$ cat config.mk
export PLATFORM = sky130hd
export DESIGN_NAME = sbc_cmd_state
export DESIGN_NICKNAME = d
export VERILOG_FILES = /design/src/sbc_pkg.sv /design/src/sbc_bank_fsm.sv /design/src/sbc_cmd_state.sv
export VERILOG_INCLUDE_DIRS = /design/src /design/src/src
export SDC_FILE = /design/constraint.sdc
export NUM_CORES = 1
export LEC_CHECK = 0
export ABC_AREA = 0
export BUFFER_PORTS_ARGS = -buffer_cell sky130_fd_sc_hd__buf_4
export CORE_UTILIZATION = 44
export DETAILED_ROUTE_END_ITERATION = 12
export PLACE_DENSITY = 0.74
export SLEW_MARGIN = 20
export SYNTH_ARGS = -nofsm -noshare
export SYNTH_HDL_FRONTEND = slang
export SYNTH_SLANG_ARGS = --single-unit
$ cat constraint.sdc
create_clock -name core_clk_in -period 3.1 [get_ports core_clk_in]
set_input_delay 0.155 -clock core_clk_in [delete_from_list [all_inputs] [get_ports core_clk_in]]
set_output_delay 0.155 -clock core_clk_in [all_outputs]
set_load 0.1 [all_outputs]
$ cat src/sbc_params.svh
// timing, field and command-code constants for the sdram bank command tracker
`ifndef SBC_PARAMS_SVH
`define SBC_PARAMS_SVH

// ---------------------------------------------------------------
// clock and counter sizing
// ---------------------------------------------------------------
`define SBC_CLK_PS        5000
`define SBC_CNT_W         8
`define SBC_NUM_BANKS     4
`define SBC_ADDR_W        13

// ---------------------------------------------------------------
// timing figures in ns, and cycle counts rounded up
// ---------------------------------------------------------------
`define SBC_CYC(ns)       ((((ns) * 1000) + `SBC_CLK_PS - 1) / `SBC_CLK_PS)
`define SBC_PRECHARGE_NS  20
`define SBC_ACTIVATE_NS   20
`define SBC_REFRESH_NS    70
`define SBC_MODE_LOAD_NS  10
`define SBC_SR_EXIT_NS    75
`define SBC_PRECHARGE_CYC `SBC_CYC(`SBC_PRECHARGE_NS)
`define SBC_ACTIVATE_CYC  `SBC_CYC(`SBC_ACTIVATE_NS)
`define SBC_REFRESH_CYC   `SBC_CYC(`SBC_REFRESH_NS)
`define SBC_MODE_LOAD_CYC `SBC_CYC(`SBC_MODE_LOAD_NS)
`define SBC_SR_EXIT_CYC   `SBC_CYC(`SBC_SR_EXIT_NS)

// ---------------------------------------------------------------
// address field and {row, column, write} strobe codes (low = 0)
// ---------------------------------------------------------------
`define SBC_AP_BIT        10
`define SBC_CMD_LMR       3'h0
`define SBC_CMD_REF       3'h1
`define SBC_CMD_PRE       3'h2
`define SBC_CMD_ACT       3'h3
`define SBC_CMD_WR        3'h4
`define SBC_CMD_RD        3'h5
`define SBC_CMD_TERM      3'h6
`define SBC_CMD_NOP       3'h7

`endif

$ cat src/sbc_pkg.sv
// shared types for the sdram bank command tracker
package sbc_pkg;

  // per-bank state
  typedef enum logic [2:0] {
    BK_IDLE, BK_ACTIVATING, BK_ACTIVE, BK_READ, BK_WRITE,
    BK_READ_AP, BK_WRITE_AP, BK_PRECHARGING
  } sbc_bank_e;

  // command steered to one bank after legality checks
  typedef enum logic [2:0] {
    BC_NONE, BC_ACT, BC_RD, BC_WR, BC_RD_AP, BC_WR_AP, BC_PRE, BC_TERM
  } sbc_bcmd_e;

  // device-wide state; every state but DV_NORMAL is timed and locks out every bank
  typedef enum logic [1:0] {
    DV_NORMAL, DV_REFRESH, DV_MODE, DV_PRE_ALL
  } sbc_dev_e;

endpackage

$ cat src/sbc_bank_fsm.sv
// one bank: state register plus its own timing down-counter
`timescale 1ns/1ps
`include "sbc_params.svh"

module sbc_bank_fsm #(
  parameter int               CNT_W   = `SBC_CNT_W,
  parameter logic [CNT_W-1:0] PRE_CYC = CNT_W'(`SBC_PRECHARGE_CYC),
  parameter logic [CNT_W-1:0] ACT_CYC = CNT_W'(`SBC_ACTIVATE_CYC)
) (
  input  wire logic               core_clk_in,
  input  wire logic               sys_rst_in,
  input  wire sbc_pkg::sbc_bcmd_e cmd_in,
  output sbc_pkg::sbc_bank_e      state_out
);

  typedef struct packed {
    sbc_pkg::sbc_bank_e st;
    logic [CNT_W-1:0]   cnt;
  } sbc_bank_s;

  sbc_bank_s s_reg;
  sbc_bank_s s_next;

  // ---------------------------------------------------------------
  // next state
  // ---------------------------------------------------------------
  // accepted commands win over timer expiry; the top never sends a command
  // to a bank in a timed state, so the two cannot collide here
  always_comb begin
    s_next = s_reg;
    if (s_reg.cnt != '0) begin
      s_next.cnt = s_reg.cnt - CNT_W'(1);
    end
    case (cmd_in)
      sbc_pkg::BC_ACT: begin
        s_next.st  = sbc_pkg::BK_ACTIVATING;
        s_next.cnt = ACT_CYC;
      end
      sbc_pkg::BC_RD: s_next.st = sbc_pkg::BK_READ;
      sbc_pkg::BC_WR: s_next.st = sbc_pkg::BK_WRITE;
      sbc_pkg::BC_RD_AP: begin
        s_next.st  = sbc_pkg::BK_READ_AP;
        s_next.cnt = PRE_CYC;
      end
      sbc_pkg::BC_WR_AP: begin
        s_next.st  = sbc_pkg::BK_WRITE_AP;
        s_next.cnt = PRE_CYC;
      end
      sbc_pkg::BC_PRE: begin
        // an idle bank ignores it; open banks and bursts are cut off
        if (s_reg.st != sbc_pkg::BK_IDLE) begin
          s_next.st  = sbc_pkg::BK_PRECHARGING;
          s_next.cnt = PRE_CYC;
        end
      end
      sbc_pkg::BC_TERM: begin
        if (s_reg.st == sbc_pkg::BK_READ || s_reg.st == sbc_pkg::BK_WRITE) begin
          s_next.st = sbc_pkg::BK_ACTIVE;
        end
      end
      default: begin
        if (s_reg.cnt == CNT_W'(1)) begin
          case (s_reg.st)
            sbc_pkg::BK_ACTIVATING:  s_next.st = sbc_pkg::BK_ACTIVE;
            sbc_pkg::BK_PRECHARGING: s_next.st = sbc_pkg::BK_IDLE;
            sbc_pkg::BK_READ_AP:     s_next.st = sbc_pkg::BK_IDLE;
            sbc_pkg::BK_WRITE_AP:    s_next.st = sbc_pkg::BK_IDLE;
            default:                 s_next.st = s_reg.st;
          endcase
        end
      end
    endcase
  end

  // state register
  always_ff @(posedge core_clk_in or posedge sys_rst_in) begin
    if (sys_rst_in) begin
      s_reg <= '{st: sbc_pkg::BK_IDLE, cnt: '0};
    end else begin
      s_reg <= s_next;
    end
  end

  assign state_out = s_reg.st;

  // ---------------------------------------------------------------
  // checks
  // ---------------------------------------------------------------
  act_enter_a:
    assert property (@(posedge core_clk_in) disable iff (sys_rst_in)
      cmd_in == sbc_pkg::BC_ACT |=>
        s_reg.st == sbc_pkg::BK_ACTIVATING && s_reg.cnt == ACT_CYC)
      else $error("activate did not start row activation");
  act_done_a:
    assert property (@(posedge core_clk_in) disable iff (sys_rst_in)
      s_reg.st == sbc_pkg::BK_ACTIVATING && s_reg.cnt == CNT_W'(1) |=>
        s_reg.st == sbc_pkg::BK_ACTIVE)
      else $error("row activation did not end in row active");
  pre_idle_a:
    assert property (@(posedge core_clk_in) disable iff (sys_rst_in)
      cmd_in == sbc_pkg::BC_PRE && s_reg.st == sbc_pkg::BK_IDLE |=>
        s_reg.st == sbc_pkg::BK_IDLE && $stable(s_reg.cnt))
      else $error("precharge changed an idle bank");
  read_start_a:
    assert property (@(posedge core_clk_in) disable iff (sys_rst_in)
      cmd_in == sbc_pkg::BC_RD |=> s_reg.st == sbc_pkg::BK_READ)
      else $error("read did not start a read burst");
  write_start_a:
    assert property (@(posedge core_clk_in) disable iff (sys_rst_in)
      cmd_in == sbc_pkg::BC_WR |=> s_reg.st == sbc_pkg::BK_WRITE)
      else $error("write did not start a write burst");
  burst_cut_a:
    assert property (@(posedge core_clk_in) disable iff (sys_rst_in)
      cmd_in == sbc_pkg::BC_PRE &&
      (s_reg.st == sbc_pkg::BK_READ || s_reg.st == sbc_pkg::BK_WRITE) |=>
        s_reg.st == sbc_pkg::BK_PRECHARGING && s_reg.cnt == PRE_CYC)
      else $error("precharge did not cut the burst");
  pre_done_a:
    assert property (@(posedge core_clk_in) disable iff (sys_rst_in)
      s_reg.st == sbc_pkg::BK_PRECHARGING && s_reg.cnt == CNT_W'(1) |=>
        s_reg.st == sbc_pkg::BK_IDLE)
      else $error("precharge did not end in idle");
  ap_hold_a:
    assert property (@(posedge core_clk_in) disable iff (sys_rst_in)
      (cmd_in == sbc_pkg::BC_RD_AP || cmd_in == sbc_pkg::BC_WR_AP) |=>
        s_reg.cnt == PRE_CYC ##(PRE_CYC) s_reg.st == sbc_pkg::BK_IDLE)
      else $error("auto precharge hold time wrong");

endmodule

$ cat src/sbc_cmd_state.sv
// command decode and per-bank state tracking for a four-bank sdram
`timescale 1ns/1ps
`include "sbc_params.svh"

module sbc_cmd_state #(
  parameter int               NB       = `SBC_NUM_BANKS,
  parameter int               ADDR_W   = `SBC_ADDR_W,
  parameter int               CNT_W    = `SBC_CNT_W,
  parameter logic [CNT_W-1:0] PRE_CYC  = CNT_W'(`SBC_PRECHARGE_CYC),
  parameter logic [CNT_W-1:0] ACT_CYC  = CNT_W'(`SBC_ACTIVATE_CYC),
  parameter logic [CNT_W-1:0] REF_CYC  = CNT_W'(`SBC_REFRESH_CYC),
  parameter logic [CNT_W-1:0] MODE_CYC = CNT_W'(`SBC_MODE_LOAD_CYC),
  parameter logic [CNT_W-1:0] XSR_CYC  = CNT_W'(`SBC_SR_EXIT_CYC)
) (
  input  wire logic                       core_clk_in,
  input  wire logic                       sys_rst_in,
  input  wire logic                       cke_in,
  input  wire logic                       cs_n_in,
  input  wire logic                       ras_n_in,
  input  wire logic                       cas_n_in,
  input  wire logic                       we_n_in,
  input  wire logic [$clog2(NB)-1:0]      ba_in,
  input  wire logic [ADDR_W-1:0]          addr_in,
  output sbc_pkg::sbc_bank_e [NB-1:0]     bank_state_out,
  output sbc_pkg::sbc_dev_e               dev_state_out,
  output logic                            cmd_accept_out,
  output logic                            cmd_illegal_out,
  output logic [$clog2(NB)-1:0]           burst_bank_out,
  output logic                            burst_open_out
);

  localparam int BA_W = $clog2(NB);

  typedef struct packed {
    logic               cke_prev;
    logic [CNT_W-1:0]   xsr_cnt;
    sbc_pkg::sbc_dev_e  dev;
    logic [CNT_W-1:0]   dev_cnt;
    logic [BA_W-1:0]    last_bank;
    logic               accept;
    logic               illegal;
  } sbc_top_s;

  sbc_top_s           s_reg;
  sbc_top_s           s_next;
  sbc_pkg::sbc_bcmd_e bcmd [NB];
  logic [2:0]         cmd_code;
  logic               decode_en;
  logic               exec_cmd;
  logic               all_idle;
  logic               pre_all_ok;
  logic               auto_pre;

  // ---------------------------------------------------------------
  // state classification helpers
  // ---------------------------------------------------------------
  // a bank with an open row that takes reads, writes and precharge
  function automatic logic sbc_open(input sbc_pkg::sbc_bank_e st);
    return st == sbc_pkg::BK_ACTIVE || st == sbc_pkg::BK_READ ||
           st == sbc_pkg::BK_WRITE;
  endfunction

  // a bank from which a precharge is allowed
  function automatic logic sbc_pre_ok(input sbc_pkg::sbc_bank_e st);
    return st == sbc_pkg::BK_IDLE || sbc_open(st);
  endfunction

  // ---------------------------------------------------------------
  // command decode
  // ---------------------------------------------------------------
  assign cmd_code = {ras_n_in, cas_n_in, we_n_in};
  assign auto_pre = addr_in[`SBC_AP_BIT];
  // clock enable must be high on this and the previous edge, and any
  // exit wait after clock enable came back must have run out
  assign decode_en = s_reg.cke_prev && cke_in && s_reg.xsr_cnt == '0;
  // inhibit and no-operation never reach the banks
  assign exec_cmd = decode_en && !cs_n_in && cmd_code != `SBC_CMD_NOP;

  // whole-device conditions
  always_comb begin
    all_idle   = 1'b1;
    pre_all_ok = 1'b1;
    for (int i = 0; i < NB; i++) begin
      if (bank_state_out[i] != sbc_pkg::BK_IDLE) begin
        all_idle = 1'b0;
      end
      if (!sbc_pre_ok(bank_state_out[i])) begin
        pre_all_ok = 1'b0;
      end
    end
  end

  // ---------------------------------------------------------------
  // next state and bank steering
  // ---------------------------------------------------------------
  // an illegal request is refused whole: no bank moves and the refusal
  // shows one cycle later, so a misbehaving controller is visible
  always_comb begin
    s_next          = s_reg;
    s_next.accept   = 1'b0;
    s_next.illegal  = 1'b0;
    s_next.cke_prev = cke_in;
    for (int i = 0; i < NB; i++) begin
      bcmd[i] = sbc_pkg::BC_NONE;
    end
    // exit from a low-power spell restarts the wait before decoding
    if (!s_reg.cke_prev && cke_in) begin
      s_next.xsr_cnt = XSR_CYC;
    end else if (s_reg.xsr_cnt != '0) begin
      s_next.xsr_cnt = s_reg.xsr_cnt - CNT_W'(1);
    end
    // device-wide timed states count down to all banks idle
    if (s_reg.dev_cnt != '0) begin
      s_next.dev_cnt = s_reg.dev_cnt - CNT_W'(1);
      if (s_reg.dev_cnt == CNT_W'(1)) begin
        s_next.dev = sbc_pkg::DV_NORMAL;
      end
    end
    if (exec_cmd) begin
      if (s_reg.dev != sbc_pkg::DV_NORMAL) begin
        s_next.illegal = 1'b1;
      end else begin
        case (cmd_code)
          `SBC_CMD_ACT: begin
            // other banks never block this bank
            if (bank_state_out[ba_in] == sbc_pkg::BK_IDLE) begin
              bcmd[ba_in]   = sbc_pkg::BC_ACT;
              s_next.accept = 1'b1;
            end else begin
              s_next.illegal = 1'b1;
            end
          end
          `SBC_CMD_RD, `SBC_CMD_WR: begin
            if (sbc_open(bank_state_out[ba_in])) begin
              if (cmd_code == `SBC_CMD_RD) begin
                bcmd[ba_in] = auto_pre ? sbc_pkg::BC_RD_AP : sbc_pkg::BC_RD;
              end else begin
                bcmd[ba_in] = auto_pre ? sbc_pkg::BC_WR_AP : sbc_pkg::BC_WR;
              end
              s_next.last_bank = ba_in;
              s_next.accept    = 1'b1;
            end else begin
              s_next.illegal = 1'b1;
            end
          end
          `SBC_CMD_PRE: begin
            if (auto_pre) begin
              // bank select ignored; every bank must be fit to precharge
              if (pre_all_ok) begin
                for (int i = 0; i < NB; i++) begin
                  bcmd[i] = sbc_pkg::BC_PRE;
                end
                s_next.dev     = sbc_pkg::DV_PRE_ALL;
                s_next.dev_cnt = PRE_CYC;
                s_next.accept  = 1'b1;
              end else begin
                s_next.illegal = 1'b1;
              end
            end else if (sbc_pre_ok(bank_state_out[ba_in])) begin
              bcmd[ba_in]   = sbc_pkg::BC_PRE;
              s_next.accept = 1'b1;
            end else begin
              s_next.illegal = 1'b1;
            end
          end
          `SBC_CMD_REF: begin
            if (all_idle) begin
              s_next.dev     = sbc_pkg::DV_REFRESH;
              s_next.dev_cnt = REF_CYC;
              s_next.accept  = 1'b1;
            end else begin
              s_next.illegal = 1'b1;
            end
          end
          `SBC_CMD_LMR: begin
            if (all_idle) begin
              s_next.dev     = sbc_pkg::DV_MODE;
              s_next.dev_cnt = MODE_CYC;
              s_next.accept  = 1'b1;
            end else begin
              s_next.illegal = 1'b1;
            end
          end
          `SBC_CMD_TERM: begin
            // only a burst without auto precharge can be cut short
            if (burst_open_out) begin
              bcmd[s_reg.last_bank] = sbc_pkg::BC_TERM;
              s_next.accept         = 1'b1;
            end else begin
              s_next.illegal = 1'b1;
            end
          end
          default: s_next.illegal = 1'b1;
        endcase
      end
    end
  end

  // state register
  always_ff @(posedge core_clk_in or posedge sys_rst_in) begin
    if (sys_rst_in) begin
      s_reg <= '{cke_prev: 1'b1, xsr_cnt: '0, dev: sbc_pkg::DV_NORMAL,
                 dev_cnt: '0, last_bank: '0, accept: 1'b0, illegal: 1'b0};
    end else begin
      s_reg <= s_next;
    end
  end

  // ---------------------------------------------------------------
  // banks
  // ---------------------------------------------------------------
  // each bank times itself so bank activity overlaps freely
  for (genvar g = 0; g < NB; g++) begin : gen_bank
    sbc_bank_fsm #(
      .CNT_W   (CNT_W),
      .PRE_CYC (PRE_CYC),
      .ACT_CYC (ACT_CYC)
    ) u_bank (
      .core_clk_in (core_clk_in),
      .sys_rst_in  (sys_rst_in),
      .cmd_in      (bcmd[g]),
      .state_out   (bank_state_out[g])
    );
  end

  // outputs
  assign dev_state_out   = s_reg.dev;
  assign cmd_accept_out  = s_reg.accept;
  assign cmd_illegal_out = s_reg.illegal;
  assign burst_bank_out  = s_reg.last_bank;
  assign burst_open_out  = bank_state_out[s_reg.last_bank] == sbc_pkg::BK_READ ||
                           bank_state_out[s_reg.last_bank] == sbc_pkg::BK_WRITE;

  // ---------------------------------------------------------------
  // checks
  // ---------------------------------------------------------------
  inhibit_quiet_a:
    assert property (@(posedge core_clk_in) disable iff (sys_rst_in)
      cs_n_in |=> !cmd_accept_out && !cmd_illegal_out)
      else $error("inhibit cycle was decoded");
  nop_quiet_a:
    assert property (@(posedge core_clk_in) disable iff (sys_rst_in)
      !cs_n_in && cmd_code == `SBC_CMD_NOP |=> !cmd_accept_out && !cmd_illegal_out)
      else $error("no-operation was decoded");
  mode_lock_a:
    assert property (@(posedge core_clk_in) disable iff (sys_rst_in)
      exec_cmd && cmd_code == `SBC_CMD_LMR && all_idle &&
      s_reg.dev == sbc_pkg::DV_NORMAL |=>
        dev_state_out == sbc_pkg::DV_MODE ##(MODE_CYC) dev_state_out == sbc_pkg::DV_NORMAL)
      else $error("mode access lock length wrong");
  refresh_lock_a:
    assert property (@(posedge core_clk_in) disable iff (sys_rst_in)
      exec_cmd && cmd_code == `SBC_CMD_REF && all_idle &&
      s_reg.dev == sbc_pkg::DV_NORMAL |=>
        dev_state_out == sbc_pkg::DV_REFRESH ##(REF_CYC) dev_state_out == sbc_pkg::DV_NORMAL)
      else $error("refresh lock length wrong");
  busy_refuse_a:
    assert property (@(posedge core_clk_in) disable iff (sys_rst_in)
      exec_cmd && s_reg.dev != sbc_pkg::DV_NORMAL |=> cmd_illegal_out && !cmd_accept_out)
      else $error("command taken during device lock");
  pre_all_a:
    assert property (@(posedge core_clk_in) disable iff (sys_rst_in)
      exec_cmd && cmd_code == `SBC_CMD_PRE && auto_pre && pre_all_ok &&
      s_reg.dev == sbc_pkg::DV_NORMAL |=>
        dev_state_out == sbc_pkg::DV_PRE_ALL && !burst_open_out)
      else $error("precharge all not applied");
  cke_gate_a:
    assert property (@(posedge core_clk_in) disable iff (sys_rst_in)
      !cke_in |=> !cmd_accept_out [*2])
      else $error("decoded with clock enable low");
  term_cut_a:
    assert property (@(posedge core_clk_in) disable iff (sys_rst_in)
      exec_cmd && cmd_code == `SBC_CMD_TERM && burst_open_out &&
      s_reg.dev == sbc_pkg::DV_NORMAL |=>
        bank_state_out[$past(s_reg.last_bank)] == sbc_pkg::BK_ACTIVE)
      else $error("burst terminate missed latest burst");

  refresh_c: cover property (@(posedge core_clk_in) disable iff (sys_rst_in)
    dev_state_out == sbc_pkg::DV_REFRESH ##[1:40] dev_state_out == sbc_pkg::DV_NORMAL);
  pre_all_c: cover property (@(posedge core_clk_in) disable iff (sys_rst_in)
    dev_state_out == sbc_pkg::DV_PRE_ALL);
  act_read_c: cover property (@(posedge core_clk_in) disable iff (sys_rst_in)
    bank_state_out[0] == sbc_pkg::BK_ACTIVATING ##[1:20] bank_state_out[0] == sbc_pkg::BK_READ);
  two_bank_c: cover property (@(posedge core_clk_in) disable iff (sys_rst_in)
    bank_state_out[0] == sbc_pkg::BK_READ && bank_state_out[1] == sbc_pkg::BK_WRITE_AP);

endmodule

==> run_results.csv <==
group,metric,value,unit
status,status,"complete, no violations",
routing,wl_per_cell,17.0,um
routing,drc,0,
global_routing,gr-total-overflow,0,
clocking,clk_latency,0.38,ns
synth,avgSynthCellArea,8.79,um^2
routing,postRouteAntennaNets,0,
placement,dp_hpwl,9150,um
power_and_ir_drop,swShare,34.2,%
clocking,cts_sinks,67,
sta,relSlewSlack,43.3,%
global_routing,grtUsageTotal,23.3,%
setup_path,criticalPathCategory,"flop to flop",
setup_path,critical_path_peak_fanout,6,
synth,ys_ff_latch,67,
power_and_ir_drop,pwr-share-seq,46.2,%
synth,yosysWarnings,0,
global_routing,first_global_vias,4315,
cells_and_area,final_common_cell,"buf_4",
setup_path,critPathRequiredTime,3.38,ns
floorplanning,io_pins,41,
cells_and_area,drive_above_1_share,18.1,%
power_and_ir_drop,clock_power_share,30.6,%
routing,finalWirelength,12500,um
sta,finalSetupViolCount,0,
synth,synth_cell_types,72,
clocking,postCtsSetupBuffers,0,
sta,tightest_slew,0.851,ns
power_and_ir_drop,p_total,0.00251,W
synth,yosysSeqAreaShare,34.6,%
cells_and_area,multiInputGateArea,2860,um^2
placement,globalplace.congestion,0.914,
cells_and_area,nets,631,
synth,synthFlopType,"dfrtp_1",
clocking,clk_pin_slew_worst_paths,0.09,ns
worst_hold_path,hold_path.class,"primary input to async pin",
cells_and_area,seq_area,1680,um^2
floorplanning,die-area,11400,um^2
cells_and_area,syn_to_final_growth,13.8,%
placement,io_buffers,28,
clocking,clockBufferDepth,2,
power_and_ir_drop,p_int,0.00165,W
floorplanning,core_area,10500,um^2
floorplanning,die_height,107,um
power_and_ir_drop,leakagePower,2.30,nW
synth,syn_area,4840,um^2
cells_and_area,fill_cells,976,
sta,tns,0,ns
sta,max_clock_freq,0.335,GHz
setup_path,cp-start-kind,"flop",
synth,synth_edf_count,0,
cells_and_area,final_cell_mix,"buf_4, dfrtp_1, nor2_1",
global_routing,grt_pass1_wl,20800,um
run,maxCapViolations,0,
cells_and_area,largest_reg_flops,32,
power_and_ir_drop,max-vdd-ir-drop,359,uV
global_routing,antenna_found_initial,0,
power_and_ir_drop,comb_power_share,23.1,%
synth,postSynth.asyncResetShare,100,%
synth,synthCells,551,
clocking,cts_tree,"done",
setup_path,crit_path_end_kind,"flop",
routing,drt_first_pass_iters,4,
clocking,cts.htree.levels,3,
cells_and_area,antenna_cells,0,
clocking,cts_made_buffers,9,
sta,slew_violations,0,
sta,report.final.hold_viol_count,0,
routing,dr_total_vias,4455,
routing,via_per_inst,6.04,
sta,period_minus_slack,2.99,ns
setup_path,cp.arrival,3.27,ns
sta,post-route-period-util,96.4,%
power_and_ir_drop,power.density,456,nW/um^2
floorplanning,row_count,37,
sta,fin_skew,0.0168,ns
floorplanning,die_x,107,um
clocking,root_buffer,"clkbuf_8",
sta,rsz0062_at_grt,"false",
synth,syn_nets,586,
floorplanning,initial_core_util,46.1,%
cells_and_area,fin_util,52.5,%
routing,drtIter0Drc,294,
power_and_ir_drop,switchingPower,0.000861,W
global_routing,grt_max_degree,68,
[cell usage after synthesis (5+ instances only)]
library cell | n | area share [%]
xnor2_1 | 26 | 4.7
or4_1 | 7 | 1.1
nor4b_1 | 7 | 1.3
a21oi_1 | 23 | 2.4
nand2b_1 | 7 | 0.90
nand3_1 | 11 | 1.1
o211ai_1 | 8 | 1.2
o21ai_0 | 29 | 3.0
xor2_1 | 12 | 2.2
a211oi_1 | 5 | 0.78
mux2i_1 | 7 | 1.4
nor3b_1 | 7 | 1.1
ha_1 | 13 | 3.4
nor3_1 | 36 | 3.7
o31ai_1 | 8 | 1.2
nor4_1 | 11 | 1.4
a21o_1 | 5 | 0.78
nor2b_1 | 6 | 0.78
nor2_1 | 56 | 4.3
inv_1 | 26 | 2.0
nand3b_1 | 6 | 0.93
mux4_2 | 5 | 2.3
dfrtp_1 | 66 | 34
nand2_1 | 46 | 3.6
buf_4 | 17 | 2.6
and3_1 | 6 | 0.78
clkbuf_1 | 10 | 0.78
nand4_1 | 6 | 0.78
[per-layer routing]
layer	track usage, %	up-vias	wire length (um)
met4	9.10	0	320
met1	30.7	2179	5530
met5	0	-	0
met2	36.9	144	5870
met3	5.59	26	783
li1	-	2106	-
[layout make-up]
type / instances / area share, %
flip-flops and latches: 67 / 30.5
clock inverters: 7 / 1.38
repair buffers: 67 / 9.17
inverters: 26 / 1.77
well taps: 136 / 3.09
multi-input cells: 425 / 51.9
clock buffers: 9 / 2.25
[per-stage QoR]
stage	instances	hold slack (ns)	worst slack, ns	area (um^2)
floorplan	551	0.159	0.305	4840
global placement	720	0.291	0.123	5300
detailed placement	720	0.290	0.0765	5300
CTS	737	0.0691	0.0652	5510
global route	737	0.0964	0.00302	5510
finish	737	0.0377	0.112	5510
[path summary, 6_finish.rpt]
| path | start | end | slack [ns] | depth (start not counted) |
|---|---|---|---|---|
| setup / recovery | burst_bank_out[0]$_DFFE_PP0P_ | gen_bank[1].u_bank.state_out[1]$_DFFE_PP0P_ | 0.11 | 7 |
| hold / removal | sys_rst_in | s_reg[21]$_DFFE_PP0P_ | 0.04 | 3 |
| setup reg to reg | burst_bank_out[0]$_DFFE_PP0P_ | gen_bank[1].u_bank.state_out[1]$_DFFE_PP0P_ | 0.11 | 7 |
| hold reg to reg | s_reg[16]$_DFFE_PP0P_ | s_reg[16]$_DFFE_PP0P_ | 0.52 | 1 |
| max in group asynchronous | sys_rst_in | burst_bank_out[0]$_DFFE_PP0P_ | 2.47 | 3 |
| min in group core_clk_in | cs_n_in | cmd_illegal_out$_DFF_PP0_ | 0.10 | 4 |
[timing repair]
item,in CTS,in global routing
resized for setup,0,3
hold endpoints to repair,1,0
hold buffers,1,0
endpoints found under the setup margin,0,10
[logic make-up (layout without fill, tap and decap cells)]
| group | count (synthesis) | count (layout) | share of synthesized area [%] |
|---|---|---|---|
| AND/OR/NAND/NOR | 228 | 228 | 24.3 |
| AO/OA/AOI/OAI | 129 | 129 | 19.3 |
| flip-flops | 67 | 67 | 34.6 |
| buffers and inverters | 59 | 109 | 6.30 |
| XOR/XNOR | 38 | 38 | 6.87 |
| multiplexers | 17 | 17 | 5.24 |
| adder cells (fa/ha/maj) | 13 | 13 | 3.36 |
[critical path: stages (launching register included)]
cell and delay, ns:
dfrtp_2 0.43, mux4_2 0.56, or3b_4 0.43, a2111o_1 0.54, a21boi_1 0.21, a221oi_1 0.34, a2111oi_1 0.14, a211oi_1 0.24
[power groups by stage]
stage | Clock, W | Combinational (W) | Sequential (W)
after global routing | 0.000821 | 0.000658 | 0.00118
after CTS | 0.000782 | 0.000585 | 0.00116
after detailed placement | 0 | 0.000579 | 0.00118
final | 0.000770 | 0.000581 | 0.00116
after global placement | 0 | 0.000550 | 0.00117
after floorplan | 0 | 0.000463 | 0.00115
Note: power is estimated with default switching activity, not from simulation.
